$ cat src/hw/dsm_pkg.sv
// constants for the ds3/e3 receive maintenance monitor
// assumes one 100 MHz system clock and a sampled line clock of a few MHz
package dsm_pkg;
  // ----------------------------------------------------------------
  // register map (printed indices, byte address is four times index)
  // ----------------------------------------------------------------
  localparam logic [7:0] CTRL_IDX         = 8'h00;
  localparam logic [7:0] STATUS_IDX       = 8'h10;
  localparam logic [7:0] SHADOW_IDX       = 8'h16;
  localparam logic [7:0] CTRL_ADDR        = 8'(CTRL_IDX * 4);
  localparam logic [7:0] STATUS_ADDR      = 8'(STATUS_IDX * 4);
  localparam logic [7:0] SHADOW_ADDR      = 8'(SHADOW_IDX * 4);
  localparam int         CTRL_E3_BIT      = 0;
  localparam logic [7:0] CTRL_RESET       = 8'h00;
  localparam logic [7:0] STATUS_RESET     = 8'h00;

  // status bit positions
  localparam int         ST_REFRAME       = 7;
  localparam int         ST_FMT_HI        = 6;
  localparam int         ST_FMT_LO        = 5;
  localparam int         ST_IDLE          = 4;
  localparam int         ST_REMOTE        = 3;
  localparam int         ST_AIS           = 2;
  localparam int         ST_OOF           = 1;
  localparam int         ST_LOS           = 0;

  // format codes
  localparam logic [1:0] FMT_M13          = 2'h0;
  localparam logic [1:0] FMT_CBIT         = 2'h1;
  localparam logic [1:0] FMT_SYNTRAN      = 2'h2;

  // ----------------------------------------------------------------
  // ds3 frame geometry and alignment
  // ----------------------------------------------------------------
  localparam logic [10:0] DS3_BLK_LAST    = 11'h054;
  localparam logic [2:0]  DS3_BLK_MAX     = 3'h7;
  localparam logic [2:0]  DS3_SUB_MAX     = 3'h6;
  localparam logic [2:0]  DS3_SUB_P1      = 3'h2;
  localparam logic [2:0]  DS3_SUB_P2      = 3'h3;
  localparam logic [2:0]  DS3_SUB_M1      = 3'h4;
  localparam logic [2:0]  DS3_SUB_M2      = 3'h5;
  localparam logic [2:0]  DS3_M_PATTERN   = 3'h2;
  localparam int          DS3_F_WIN       = 16;
  localparam int          DS3_F_ERR_LIM   = 3;
  localparam int          DS3_M_ERR_LIM   = 2;

  // ----------------------------------------------------------------
  // e3 frame geometry
  // ----------------------------------------------------------------
  localparam logic [10:0] E3_FRAME_LAST   = 11'h5FF;
  localparam logic [10:0] E3_FAS_LAST     = 11'h009;
  localparam logic [10:0] E3_ABIT_POS     = 11'h00A;
  localparam logic [9:0]  E3_FAS          = 10'h3D0;
  localparam logic [2:0]  E3_FAS_ERR_LIM  = 3'h4;

  // ----------------------------------------------------------------
  // loss of signal, in line bit periods
  // ----------------------------------------------------------------
  localparam int          LOS_NOMINAL     = 175;
  localparam int          LOS_TOLERANCE   = 75;
endpackage : dsm_pkg

$ cat src/hw/dsm_monitor.sv
// receive maintenance monitor: framing, alarms and status registers
// assumes line clock/data arrive asynchronously and are slower than i_clk_sys/4
//
// Register access over Avalon-MM was decided locally.
`timescale 1ns/100ps
module dsm_monitor #(
  parameter int DS3_F_FIND  = 8,
  parameter int E3_FAS_FIND = 3,
  parameter int FMT_FRAMES  = 3,
  parameter int LOS_LIMIT   = dsm_pkg::LOS_NOMINAL
) (
  input  wire logic       i_clk_sys,
  input  wire logic       i_rst,
  input  wire logic [7:0] i_avs_address,
  input  wire logic       i_avs_read,
  input  wire logic       i_avs_write,
  input  wire logic [31:0] i_avs_writedata,
  output logic [31:0]     o_avs_readdata,
  output logic            o_avs_waitrequest,
  input  wire logic       i_line_clk,
  input  wire logic       i_line_data
);
  // ----------------------------------------------------------------
  // helpers
  // ----------------------------------------------------------------
  function automatic logic [4:0] dsm_ones(input logic [15:0] v);
    logic [4:0] n;
    n = 5'h00;
    for (int i = 0; i < 16; i++) begin
      n = n + 5'(v[i]);
    end
    return n;
  endfunction : dsm_ones

  typedef enum logic {DSM_HUNT, DSM_SYNC} dsm_state_t;

  // ----------------------------------------------------------------
  // line input synchronisers and bit strobe
  // ----------------------------------------------------------------
  logic       clk_s1;
  logic       clk_s2;
  logic       clk_s3;
  logic       dat_s1;
  logic       dat_s2;
  logic       bit_stb;
  logic       rx_bit;

  always_ff @(posedge i_clk_sys or posedge i_rst) begin
    if (i_rst) begin
      clk_s1 <= 1'b0;
      clk_s2 <= 1'b0;
      clk_s3 <= 1'b0;
      dat_s1 <= 1'b0;
      dat_s2 <= 1'b0;
    end else begin
      clk_s1 <= i_line_clk;
      clk_s2 <= clk_s1;
      clk_s3 <= clk_s2;
      dat_s1 <= i_line_data;
      dat_s2 <= dat_s1;
    end
  end

  // data taken on the line clock rising edge as seen after the synchroniser
  assign bit_stb = clk_s2 & ~clk_s3;
  assign rx_bit  = dat_s2;

  // ----------------------------------------------------------------
  // control register
  // ----------------------------------------------------------------
  logic [7:0] ctrl;
  logic       e3_mode;
  logic       e3_prev;
  logic       mode_chg;

  assign e3_mode  = ctrl[dsm_pkg::CTRL_E3_BIT];
  assign mode_chg = e3_mode ^ e3_prev;

  always_ff @(posedge i_clk_sys or posedge i_rst) begin
    if (i_rst) begin
      e3_prev <= 1'b0;
    end else begin
      e3_prev <= e3_mode;
    end
  end

  // ----------------------------------------------------------------
  // frame position
  // ----------------------------------------------------------------
  dsm_state_t  state;
  logic [10:0] bitc;
  logic [2:0]  blk;
  logic [2:0]  sub;
  logic [7:0]  good;
  logic        oof;
  logic [2:0]  mshift;
  logic [15:0] ferr_hist;
  logic [2:0]  mhist;
  logic        m_err_frame;
  logic [2:0]  fas_err_run;
  logic        fas_err_frame;

  logic        ds3_oh;
  logic        f_pos;
  logic        f_bad;
  logic        m_pos;
  logic        m_bad;
  logic        ds3_end;
  logic        e3_fas_pos;
  logic        fas_bad;
  logic        e3_end;
  logic        frame_end;
  logic [15:0] next_ferr;
  logic [2:0]  next_mhist;
  logic [10:0] next_bitc;
  logic [2:0]  next_blk;
  logic [2:0]  next_sub;

  always_comb begin
    ds3_oh     = (bitc == 11'h000);
    f_pos      = ds3_oh & blk[0];
    f_bad      = f_pos & (rx_bit != ((blk == 3'h1) || (blk == 3'h7)));
    m_pos      = ds3_oh & (blk == 3'h0) & (sub >= dsm_pkg::DS3_SUB_M1);
    m_bad      = m_pos & (rx_bit != (sub == dsm_pkg::DS3_SUB_M2));
    ds3_end    = (bitc == dsm_pkg::DS3_BLK_LAST) & (blk == dsm_pkg::DS3_BLK_MAX) & (sub == dsm_pkg::DS3_SUB_MAX);
    e3_fas_pos = (bitc <= dsm_pkg::E3_FAS_LAST);
    fas_bad    = e3_fas_pos & (rx_bit != dsm_pkg::E3_FAS[4'(4'h9 - bitc[3:0])]);
    e3_end     = (bitc == dsm_pkg::E3_FRAME_LAST);
    frame_end  = e3_mode ? e3_end : ds3_end;
    next_ferr  = {ferr_hist[14:0], f_bad};
    next_mhist = {mhist[1:0], m_err_frame | m_bad};
    next_bitc  = bitc + 11'h001;
    next_blk   = blk;
    next_sub   = sub;
    if (e3_mode) begin
      if (e3_end) begin
        next_bitc = 11'h000;
      end
    end else if (bitc == dsm_pkg::DS3_BLK_LAST) begin
      next_bitc = 11'h000;
      next_blk  = blk + 3'h1;
      if (blk == dsm_pkg::DS3_BLK_MAX) begin
        // a bad m pattern while hunting repeats subframe 7: one subframe slip
        if (sub == dsm_pkg::DS3_SUB_MAX) begin
          next_sub = (state == DSM_HUNT && {mshift[1:0], rx_bit} != dsm_pkg::DS3_M_PATTERN) ? sub : 3'h0;
        end else begin
          next_sub = sub + 3'h1;
        end
      end
    end
  end

  always_ff @(posedge i_clk_sys or posedge i_rst) begin
    if (i_rst) begin
      state         <= DSM_HUNT;
      bitc          <= 11'h000;
      blk           <= 3'h0;
      sub           <= 3'h0;
      good          <= 8'h00;
      oof           <= 1'b0;
      mshift        <= 3'h0;
      ferr_hist     <= 16'h0000;
      mhist         <= 3'h0;
      m_err_frame   <= 1'b0;
      fas_err_run   <= 3'h0;
      fas_err_frame <= 1'b0;
    end else if (mode_chg) begin
      state     <= DSM_HUNT;
      bitc      <= 11'h000;
      blk       <= 3'h0;
      sub       <= 3'h0;
      good      <= 8'h00;
      ferr_hist <= 16'h0000;
      mhist     <= 3'h0;
    end else if (bit_stb) begin
      if (m_pos) begin
        mshift <= {mshift[1:0], rx_bit};
      end
      unique case (state)
        DSM_HUNT: begin
          if (e3_mode) begin
            if (fas_bad) begin
              // a one that breaks the word may still end a prefix of it; restarting at zero
              // would miss a word that follows a one, which a fixed payload never escapes
              good <= 8'h00;
              if (!rx_bit) begin
                bitc <= 11'h000;
              end else if (bitc == 11'h004) begin
                bitc <= 11'h004;
              end else if (bitc == 11'h006) begin
                bitc <= 11'h002;
              end else begin
                bitc <= 11'h001;
              end
            end else begin
              bitc <= next_bitc;
              if (bitc == dsm_pkg::E3_FAS_LAST) begin
                good <= good + 8'h01;
                if (good + 8'h01 >= 8'(E3_FAS_FIND)) begin
                  state         <= DSM_SYNC;
                  oof           <= 1'b0;
                  fas_err_run   <= 3'h0;
                  fas_err_frame <= 1'b0;
                end
              end
            end
          end else if (f_bad) begin
            // hold position: the next bit is tried in this slot
            good <= 8'h00;
          end else begin
            bitc <= next_bitc;
            blk  <= next_blk;
            sub  <= next_sub;
            if (f_pos && good < 8'hFF) begin
              good <= good + 8'h01;
            end
            if (ds3_end && good >= 8'(DS3_F_FIND) && {mshift[1:0], rx_bit} == dsm_pkg::DS3_M_PATTERN) begin
              state       <= DSM_SYNC;
              oof         <= 1'b0;
              ferr_hist   <= 16'h0000;
              mhist       <= 3'h0;
              m_err_frame <= 1'b0;
            end
          end
        end
        DSM_SYNC: begin
          bitc <= next_bitc;
          blk  <= next_blk;
          sub  <= next_sub;
          if (e3_mode) begin
            if (fas_bad) begin
              fas_err_frame <= 1'b1;
            end
            if (bitc == dsm_pkg::E3_FAS_LAST) begin
              fas_err_frame <= 1'b0;
              if (fas_bad || fas_err_frame) begin
                fas_err_run <= fas_err_run + 3'h1;
                if (fas_err_run + 3'h1 >= dsm_pkg::E3_FAS_ERR_LIM) begin
                  state <= DSM_HUNT;
                  oof   <= 1'b1;
                  good  <= 8'h00;
                  bitc  <= 11'h000;
                end
              end else begin
                fas_err_run <= 3'h0;
              end
            end
          end else begin
            if (f_pos) begin
              ferr_hist <= next_ferr;
            end
            if (m_bad) begin
              m_err_frame <= 1'b1;
            end
            if (ds3_end) begin
              mhist       <= next_mhist;
              m_err_frame <= 1'b0;
            end
            if ((f_pos && dsm_ones(next_ferr) >= 5'(dsm_pkg::DS3_F_ERR_LIM)) ||
                (ds3_end && dsm_ones({13'h0000, next_mhist}) >= 5'(dsm_pkg::DS3_M_ERR_LIM))) begin
              state <= DSM_HUNT;
              oof   <= 1'b1;
              good  <= 8'h00;
            end
          end
        end
      endcase
    end
  end

  // ----------------------------------------------------------------
  // per m-frame overhead and payload checks (ds3), a-bit and ais (e3)
  // ----------------------------------------------------------------
  logic        par_acc;
  logic        prev_par;
  logic        par_ok;
  logic        c_all_zero;
  logic        c3_zero;
  logic        x1;
  logic        x2;
  logic        idle_ok;
  logic        ais_ok;
  logic        frm_err;
  logic [FMT_FRAMES-1:0] aic_hist;
  logic [1:0]  fmt;
  logic        idle_ds3;
  logic        ais_ds3;
  logic        yel_ds3;
  logic        a_bit;
  logic [10:0] ones_run;
  logic        ais_e3;
  logic [1:0]  pay_ph;

  assign pay_ph = 2'(bitc - 11'h001);

  always_ff @(posedge i_clk_sys or posedge i_rst) begin
    if (i_rst) begin
      par_acc    <= 1'b0;
      prev_par   <= 1'b0;
      par_ok     <= 1'b1;
      c_all_zero <= 1'b1;
      c3_zero    <= 1'b1;
      x1         <= 1'b1;
      x2         <= 1'b1;
      idle_ok    <= 1'b1;
      ais_ok     <= 1'b1;
      frm_err    <= 1'b0;
      aic_hist   <= '0;
      fmt        <= dsm_pkg::FMT_M13;
      idle_ds3   <= 1'b0;
      ais_ds3    <= 1'b0;
      yel_ds3    <= 1'b0;
      a_bit      <= 1'b0;
    end else if (state != DSM_SYNC || mode_chg) begin
      idle_ds3 <= 1'b0;
      ais_ds3  <= 1'b0;
      yel_ds3  <= 1'b0;
      a_bit    <= 1'b0;
      par_acc  <= 1'b0;
      par_ok   <= 1'b1;
      frm_err  <= 1'b0;
      idle_ok  <= 1'b1;
      ais_ok   <= 1'b1;
    end else if (bit_stb && e3_mode) begin
      if (bitc == dsm_pkg::E3_ABIT_POS) begin
        a_bit <= rx_bit;
      end
    end else if (bit_stb) begin
      if (!ds3_oh) begin
        par_acc <= par_acc ^ rx_bit;
        if (rx_bit != ~pay_ph[1]) begin
          idle_ok <= 1'b0;
        end
        if (rx_bit != ~pay_ph[0]) begin
          ais_ok <= 1'b0;
        end
      end else if (blk == 3'h0) begin
        if (sub == 3'h0) begin
          x1 <= rx_bit;
        end
        if (sub == 3'h1) begin
          x2 <= rx_bit;
        end
        if ((sub == dsm_pkg::DS3_SUB_P1 || sub == dsm_pkg::DS3_SUB_P2) && rx_bit != prev_par) begin
          par_ok <= 1'b0;
        end
      end else if (!blk[0]) begin
        if (rx_bit) begin
          c_all_zero <= 1'b0;
          if (sub == 3'h2) begin
            c3_zero <= 1'b0;
          end
        end
        if (sub == 3'h0 && blk == 3'h2) begin
          aic_hist <= {aic_hist[FMT_FRAMES-2:0], rx_bit};
        end
      end
      if (f_bad || m_bad) begin
        frm_err <= 1'b1;
      end
      if (ds3_end) begin
        // verdicts take effect for the following m-frame
        idle_ds3   <= par_ok & ~frm_err & ~m_bad & c3_zero & (x1 == x2) & idle_ok;
        ais_ds3    <= par_ok & ~frm_err & ~m_bad & c_all_zero & (x1 == x2) & ais_ok;
        yel_ds3    <= ~x1 & ~x2;
        prev_par   <= par_acc;
        par_acc    <= 1'b0;
        par_ok     <= 1'b1;
        c_all_zero <= 1'b1;
        c3_zero    <= 1'b1;
        idle_ok    <= 1'b1;
        ais_ok     <= 1'b1;
        frm_err    <= 1'b0;
        if (&aic_hist) begin
          fmt <= dsm_pkg::FMT_CBIT;
        end else if (~|aic_hist) begin
          fmt <= dsm_pkg::FMT_SYNTRAN;
        end else begin
          fmt <= dsm_pkg::FMT_M13;
        end
      end
    end
  end

  // unframed all ones: a full e3 frame length of ones while hunting
  always_ff @(posedge i_clk_sys or posedge i_rst) begin
    if (i_rst) begin
      ones_run <= 11'h000;
      ais_e3   <= 1'b0;
    end else if (bit_stb) begin
      if (!rx_bit || state == DSM_SYNC) begin
        ones_run <= 11'h000;
        ais_e3   <= 1'b0;
      end else if (ones_run == dsm_pkg::E3_FRAME_LAST) begin
        ais_e3 <= 1'b1;
      end else begin
        ones_run <= ones_run + 11'h001;
      end
    end
  end

  // ----------------------------------------------------------------
  // loss of signal
  // ----------------------------------------------------------------
  logic [8:0] zero_run;
  logic       los;

  always_ff @(posedge i_clk_sys or posedge i_rst) begin
    if (i_rst) begin
      zero_run <= 9'h000;
      los      <= 1'b0;
    end else if (bit_stb) begin
      if (rx_bit) begin
        zero_run <= 9'h000;
        los      <= 1'b0;
      end else if (zero_run + 9'h001 >= 9'(LOS_LIMIT)) begin
        los <= 1'b1;
      end else begin
        zero_run <= zero_run + 9'h001;
      end
    end
  end

  // ----------------------------------------------------------------
  // status, shadow and avalon slave
  // ----------------------------------------------------------------
  logic [7:0] status;
  logic [7:0] shadow;
  logic       ais_now;
  logic [7:0] next_status;
  logic       ack;
  logic       rd_shadow;

  always_comb begin
    ais_now                          = e3_mode ? ais_e3 : ais_ds3;
    next_status                      = 8'h00;
    next_status[dsm_pkg::ST_REFRAME] = (state == DSM_HUNT);
    next_status[dsm_pkg::ST_FMT_HI]  = ~e3_mode & fmt[1];
    next_status[dsm_pkg::ST_FMT_LO]  = ~e3_mode & fmt[0];
    next_status[dsm_pkg::ST_IDLE]    = ~e3_mode & idle_ds3;
    next_status[dsm_pkg::ST_REMOTE]  = ~(los | oof | ais_now) & (e3_mode ? a_bit : yel_ds3);
    next_status[dsm_pkg::ST_AIS]     = ais_now;
    next_status[dsm_pkg::ST_OOF]     = oof;
    next_status[dsm_pkg::ST_LOS]     = los;
  end

  assign o_avs_waitrequest = (i_avs_read | i_avs_write) & ~ack;
  assign rd_shadow         = ack & i_avs_read & (i_avs_address == dsm_pkg::SHADOW_ADDR);

  always_ff @(posedge i_clk_sys or posedge i_rst) begin
    if (i_rst) begin
      status <= dsm_pkg::STATUS_RESET;
      shadow <= dsm_pkg::STATUS_RESET;
    end else begin
      status <= next_status;
      // new indications win over the clear of the same read
      shadow <= (rd_shadow ? 8'h00 : shadow) | next_status;
    end
  end

  always_ff @(posedge i_clk_sys or posedge i_rst) begin
    if (i_rst) begin
      ack            <= 1'b0;
      ctrl           <= dsm_pkg::CTRL_RESET;
      o_avs_readdata <= 32'h0000_0000;
    end else begin
      ack <= (i_avs_read | i_avs_write) & ~ack;
      if (ack && i_avs_write && i_avs_address == dsm_pkg::CTRL_ADDR) begin
        ctrl <= i_avs_writedata[7:0];
      end
      if ((i_avs_read | i_avs_write) && !ack) begin
        unique case (i_avs_address)
          dsm_pkg::CTRL_ADDR:   o_avs_readdata <= {24'h000000, ctrl};
          dsm_pkg::STATUS_ADDR: o_avs_readdata <= {24'h000000, status};
          dsm_pkg::SHADOW_ADDR: o_avs_readdata <= {24'h000000, shadow};
          default:              o_avs_readdata <= 32'h0000_0000;
        endcase
      end
    end
  end
endmodule : dsm_monitor

$ cat config.mk
export PLATFORM = sky130hd
export DESIGN_NAME = dsm_monitor
export DESIGN_NICKNAME = d
export VERILOG_FILES = /design/src/hw/dsm_pkg.sv /design/src/hw/dsm_monitor.sv
export SDC_FILE = /design/constraint.sdc
export NUM_CORES = 1
export LEC_CHECK = 0
export BUFFER_PORTS_ARGS = -buffer_cell sky130_fd_sc_hd__buf_2
export CORE_AREA = 2 2 121 123
export CTS_CLUSTER_SIZE = 20
export DETAILED_ROUTE_END_ITERATION = 10
export DIE_AREA = 0 0 123 125
export GPL_TIMING_DRIVEN = 0
export MAX_ROUTING_LAYER = met4
export PLACE_DENSITY = 0.83
export SETUP_SLACK_MARGIN = 0.02
export SLEW_MARGIN = 20
export SYNTH_ARGS = -nofsm -noshare
export SYNTH_HDL_FRONTEND = slang
export SYNTH_SLANG_ARGS = --single-unit
$ cat constraint.sdc
create_clock -name i_clk_sys -period 6.23 [get_ports i_clk_sys]
set_input_delay 0.9345 -clock i_clk_sys [delete_from_list [all_inputs] [get_ports i_clk_sys]]
set_output_delay 0.9345 -clock i_clk_sys [all_outputs]
set_load 0.01 [all_outputs]
==> metrics.md <==
| Metric | Value |
|---|---|
| # diodes | `0` |
| Area grow syn2layout | `14.8%` |
| Critical Path Sink Type | `register` |
| Yosys reg bits | `131` |
| IO Count | `79` |
| YS warnings | `0` |
| Routed Antenna Nets | `0` |
| Reg power frac | `38.8%` |
| Fin crit period | `5920 ps` |
| Clock Latency Late Sink | `430 ps` |
| Asr flop ratio synth | `100%` |
| 1st-iter DRT viols | `578` |
| Power Dens Cells | `293 nW/um^2` |
| Sw Share | `31.5%` |
| CTS tree | `yes` |
| R2R cell count | `20` |
| GR Util All Layers | `23.7%` |
| Hold Fails Final Rpt | `0` |
| Max cap viols | `0` |
| Area leader, netlist | `dfrtp_1` |
| Sw power | `0.000803 W` |
| Wire length of the first global-routing pass | `28.1 mm` |
| WS Path Type | `register to register` |
| Met2 usage | `35.7%` |
| Distinct cells, synth | `74` |
| Crit path arrival time | `6230 ps` |
| Pwr Total | `0.00255 W` |
| Count of input and output buffers | `30` |
| Layout cells sized above 1 | `17.1%` |
| Pre-CTS setup slack | `-296 ps` |
| CTS Buffer Depth | `2` |
| Crit start category | `register` |
| DP Area | `8100 um^2` |
| Fill cells | `1179` |
| Internal | `0.00175 W` |
| Via-to-Cell Ratio | `5.82` |
| Vias in the first global route | `5851` |
| Met1 GRT Util | `31.0%` |
| Width of the die | `123 um` |
| HP Class | `register to register` |
| Top FF cell, synth | `dfrtp_1` |
| Final worst slack | `314 ps` |
| CTS Hold Bufs | `0` |
| Clock power frac | `39.5%` |
| Max FO, Critical Path | `9` |
| Critical Path RT | `6540 ps` |
| Pleak | `3.99 nW` |
| H-tree lvl count | `4` |
| Cell Area, Synth | `7590 um^2` |
| Final nets | `954` |
| Final Wtd Congestion | `0.973` |
| Final wirelength | `16.9 mm` |
| Worst path bufs/invs | `4` |
| Max-slew violations | `0` |
| GRT busiest layer | `met2` |
| Met3 Use GR | `5.89%` |
| Worst path max stage delay | `510 ps` |
| Core Util, Final | `61.4%` |
| FP Rows | `44` |
| Reg clk slew, reported paths | `60 ps` |
| RSZ-0062 raised after global routing | `no` |
| Maximum VDD drop | `0.228 mV` |
| Slew margin rel. | `32.4%` |
| Largest cells by area after synthesis | `dfrtp_1 41%, nand2_1 4.8%, ha_1 4.6%` |
| DRC Markers | `0` |
| Crit path cell chain | `inv_2 > ha_2 > or3b_2 > nor4_4 > nand2_2 > inv_2 > fa_1 > inv_1 > fa_1 > fa_1 > fa_1 > inv_1 > ha_1 > fa_1 > and3_1 > o21ai_1 > o2bb2ai_2 > o31ai_1 > a311oi_2 > mux2_2` |
| Post-synth EDFFs | `0` |
| Hold path cells | `0` |
| Setup Viol. Count Final | `0` |
| Post-synthesis cell count | `797` |
| Post-route cell area | `8720 um^2` |
| CTS buffer count | `17` |
| Clock Skew | `10.7 ps` |
| Vias | `6210` |
| Crit path max-delay family | `adder cells` |
| Status | `complete, no violations` |
| Full die area | `15400 um^2` |
| Largest net degree at the start of global routing | `76` |
| Fmax | `169 MHz` |
| Initial antenna violation count | `0` |
| Synth top area share | `40.9%` |
| Most common cell on crit path | `fa_1` |
| Clock Sinks | `131` |
| Seq/Total Area, Yosys | `43.3%` |
| Synth Area per Inst | `9.53 um^2` |
| Post-DP HPWL | `11.8 mm` |
| Clock Tree Root | `clkbuf_16` |
| Crit share post-route | `95.0%` |
| Critical path depth in cells | `20` |
| Wire length per cell | `15.8 um` |
| Initial Util | `53.5%` |
| Core Area | `14200 um^2` |
| Worst Max-Slew Pin Slew | `1010 ps` |
| Combinational share of power | `21.6%` |
| Die height | `125 um` |
| TritonRoute pass-1 iters | `5` |
| Critical path's slowest cell | `or3b_2` |
| Grt ovf | `0` |
final timing paths:
path | start | endpoint | slack [ps]
worst max register to register | bitc[0]$_DFFE_PP0P_ | oof$_DFFE_PP0P_ | 310
max in group asynchronous | i_rst | c3_zero$_DFFE_PP1P_ | 4980
min in group asynchronous | i_rst | shadow[4]$_DFF_PP0_ | 530
worst max-delay path | bitc[0]$_DFFE_PP0P_ | oof$_DFFE_PP0P_ | 310
worst min register to register | dat_s1$_DFF_PP0_ | dat_s2$_DFF_PP0_ | 350
worst min-delay path | dat_s1$_DFF_PP0_ | dat_s2$_DFF_PP0_ | 350
per-layer routing:
metal / vias to the layer above / share of wire, %
met5: - / 0
met4: 0 / 3.0
met2: 230 / 47
li1: 2920 / -
met3: 59 / 5.9
met1: 3001 / 44
worst reg2reg max path: stages (launching register included):
cell	delay (ps)
dfrtp_2	490
inv_2	130
ha_2	230
or3b_2	510
nor4_4	260
nand2_2	140
inv_2	150
fa_1	420
inv_1	70
fa_1	420
fa_1	480
fa_1	510
inv_1	50
ha_1	200
fa_1	380
and3_1	170
o21ai_1	190
o2bb2ai_2	190
o31ai_1	130
a311oi_2	330
mux2_2	370
cell usage in the layout, fill, tap and decap left out, drive strengths merged, types with 10 or more instances in the layout:
master	n
inv	51
a21oi	23
conb	24
fa	10
dfrtp	124
o21ai	54
nor2b	14
nor2	50
clkbuf	42
nand3	22
and3	10
ha	28
nor4	10
a21o	12
buf	61
nand4	15
nor3	20
nand2	97
mux2	30
mux2i	18
synth_stat cells, types with 5 or more instances:
cell type and count:
nor2b_1 14, o21ai_0 50, nor3b_1 6, nand4b_1 5
and2_1 6, dfstp_2 7, nand4_1 15, nor3_1 20
nand2_1 97, nand2b_1 9, a21oi_1 23, nor2_1 49
a22oi_1 8, or3_1 7, buf_4 24, and3_1 10
clkbuf_1 24, or4_1 5, mux2_2 30, or2_2 5
nand3_1 22, a21o_1 12, mux2i_1 18, fa_1 10
ha_1 28, nor4_1 8, xor2_1 8, xnor2_1 8
dfrtp_1 124, a211oi_1 5, inv_1 50, o31ai_1 8
a31oi_1 5
area by class of cell:
| class | count | area [um^2] | area share [%] |
|---|---|---|---|
| Multi-Input combinational cell | 584 | 3930 | 45.0 |
| Sequential cell | 131 | 3290 | 37.7 |
| Clock buffer | 19 | 433 | 4.96 |
| Buffer | 52 | 295 | 3.39 |
| Tap cell | 184 | 230 | 2.64 |
| Inverter | 52 | 203 | 2.32 |
| Timing Repair Buffer | 32 | 185 | 2.12 |
| Clock inverter | 13 | 160 | 1.84 |
power by group through the flow:
stage / registers [W] / logic [W] / clock network (W)
global route: 0.00100 / 0.000621 / 0.00106
global placement: 0.000992 / 0.000524 / 0
detailed placement: 0.000996 / 0.000541 / 0
CTS: 0.000981 / 0.000551 / 0.00102
finish: 0.000991 / 0.000552 / 0.00101
floorplan: 0.000975 / 0.000423 / 0
kinds of logic after synthesis:
kind of cell / synth area share, %
mux: 6.82
fa+ha+maj: 7.38
buf+inv: 6.51
xor+xnor: 1.85
simple gates: 19.4
other cells: 0.0494
compound gates: 14.7
flops: 43.3
sequential cells by signal (all words and copies together), names as in the netlist, 3 cells and up:
name,count
blk,3
zero_run,9
o_avs_readdata,8
ferr_hist,15
aic_hist,3
ctrl,8
status,8
ones_run,11
bitc,11
shadow,8
good,8
fas_err_run,3
sub,3
what timing repair did:
action,4_1_cts,5_1_grt
resized for setup,6,3
pin swaps,2,0
endpoints found under the setup margin,9,9
buffers inserted,1,0
stage by stage:
step           hold slack [ps]  cells  setup TNS (ps)
3_3_place_gp               342   1034           -1070
6_report                   352   1067               0
3_5_place_dp               342   1035           -1460
5_1_grt                    362   1067               0
4_1_cts                    355   1068               0
2_1_floorplan              331    820               0
Power figures use the tool's default switching activity.
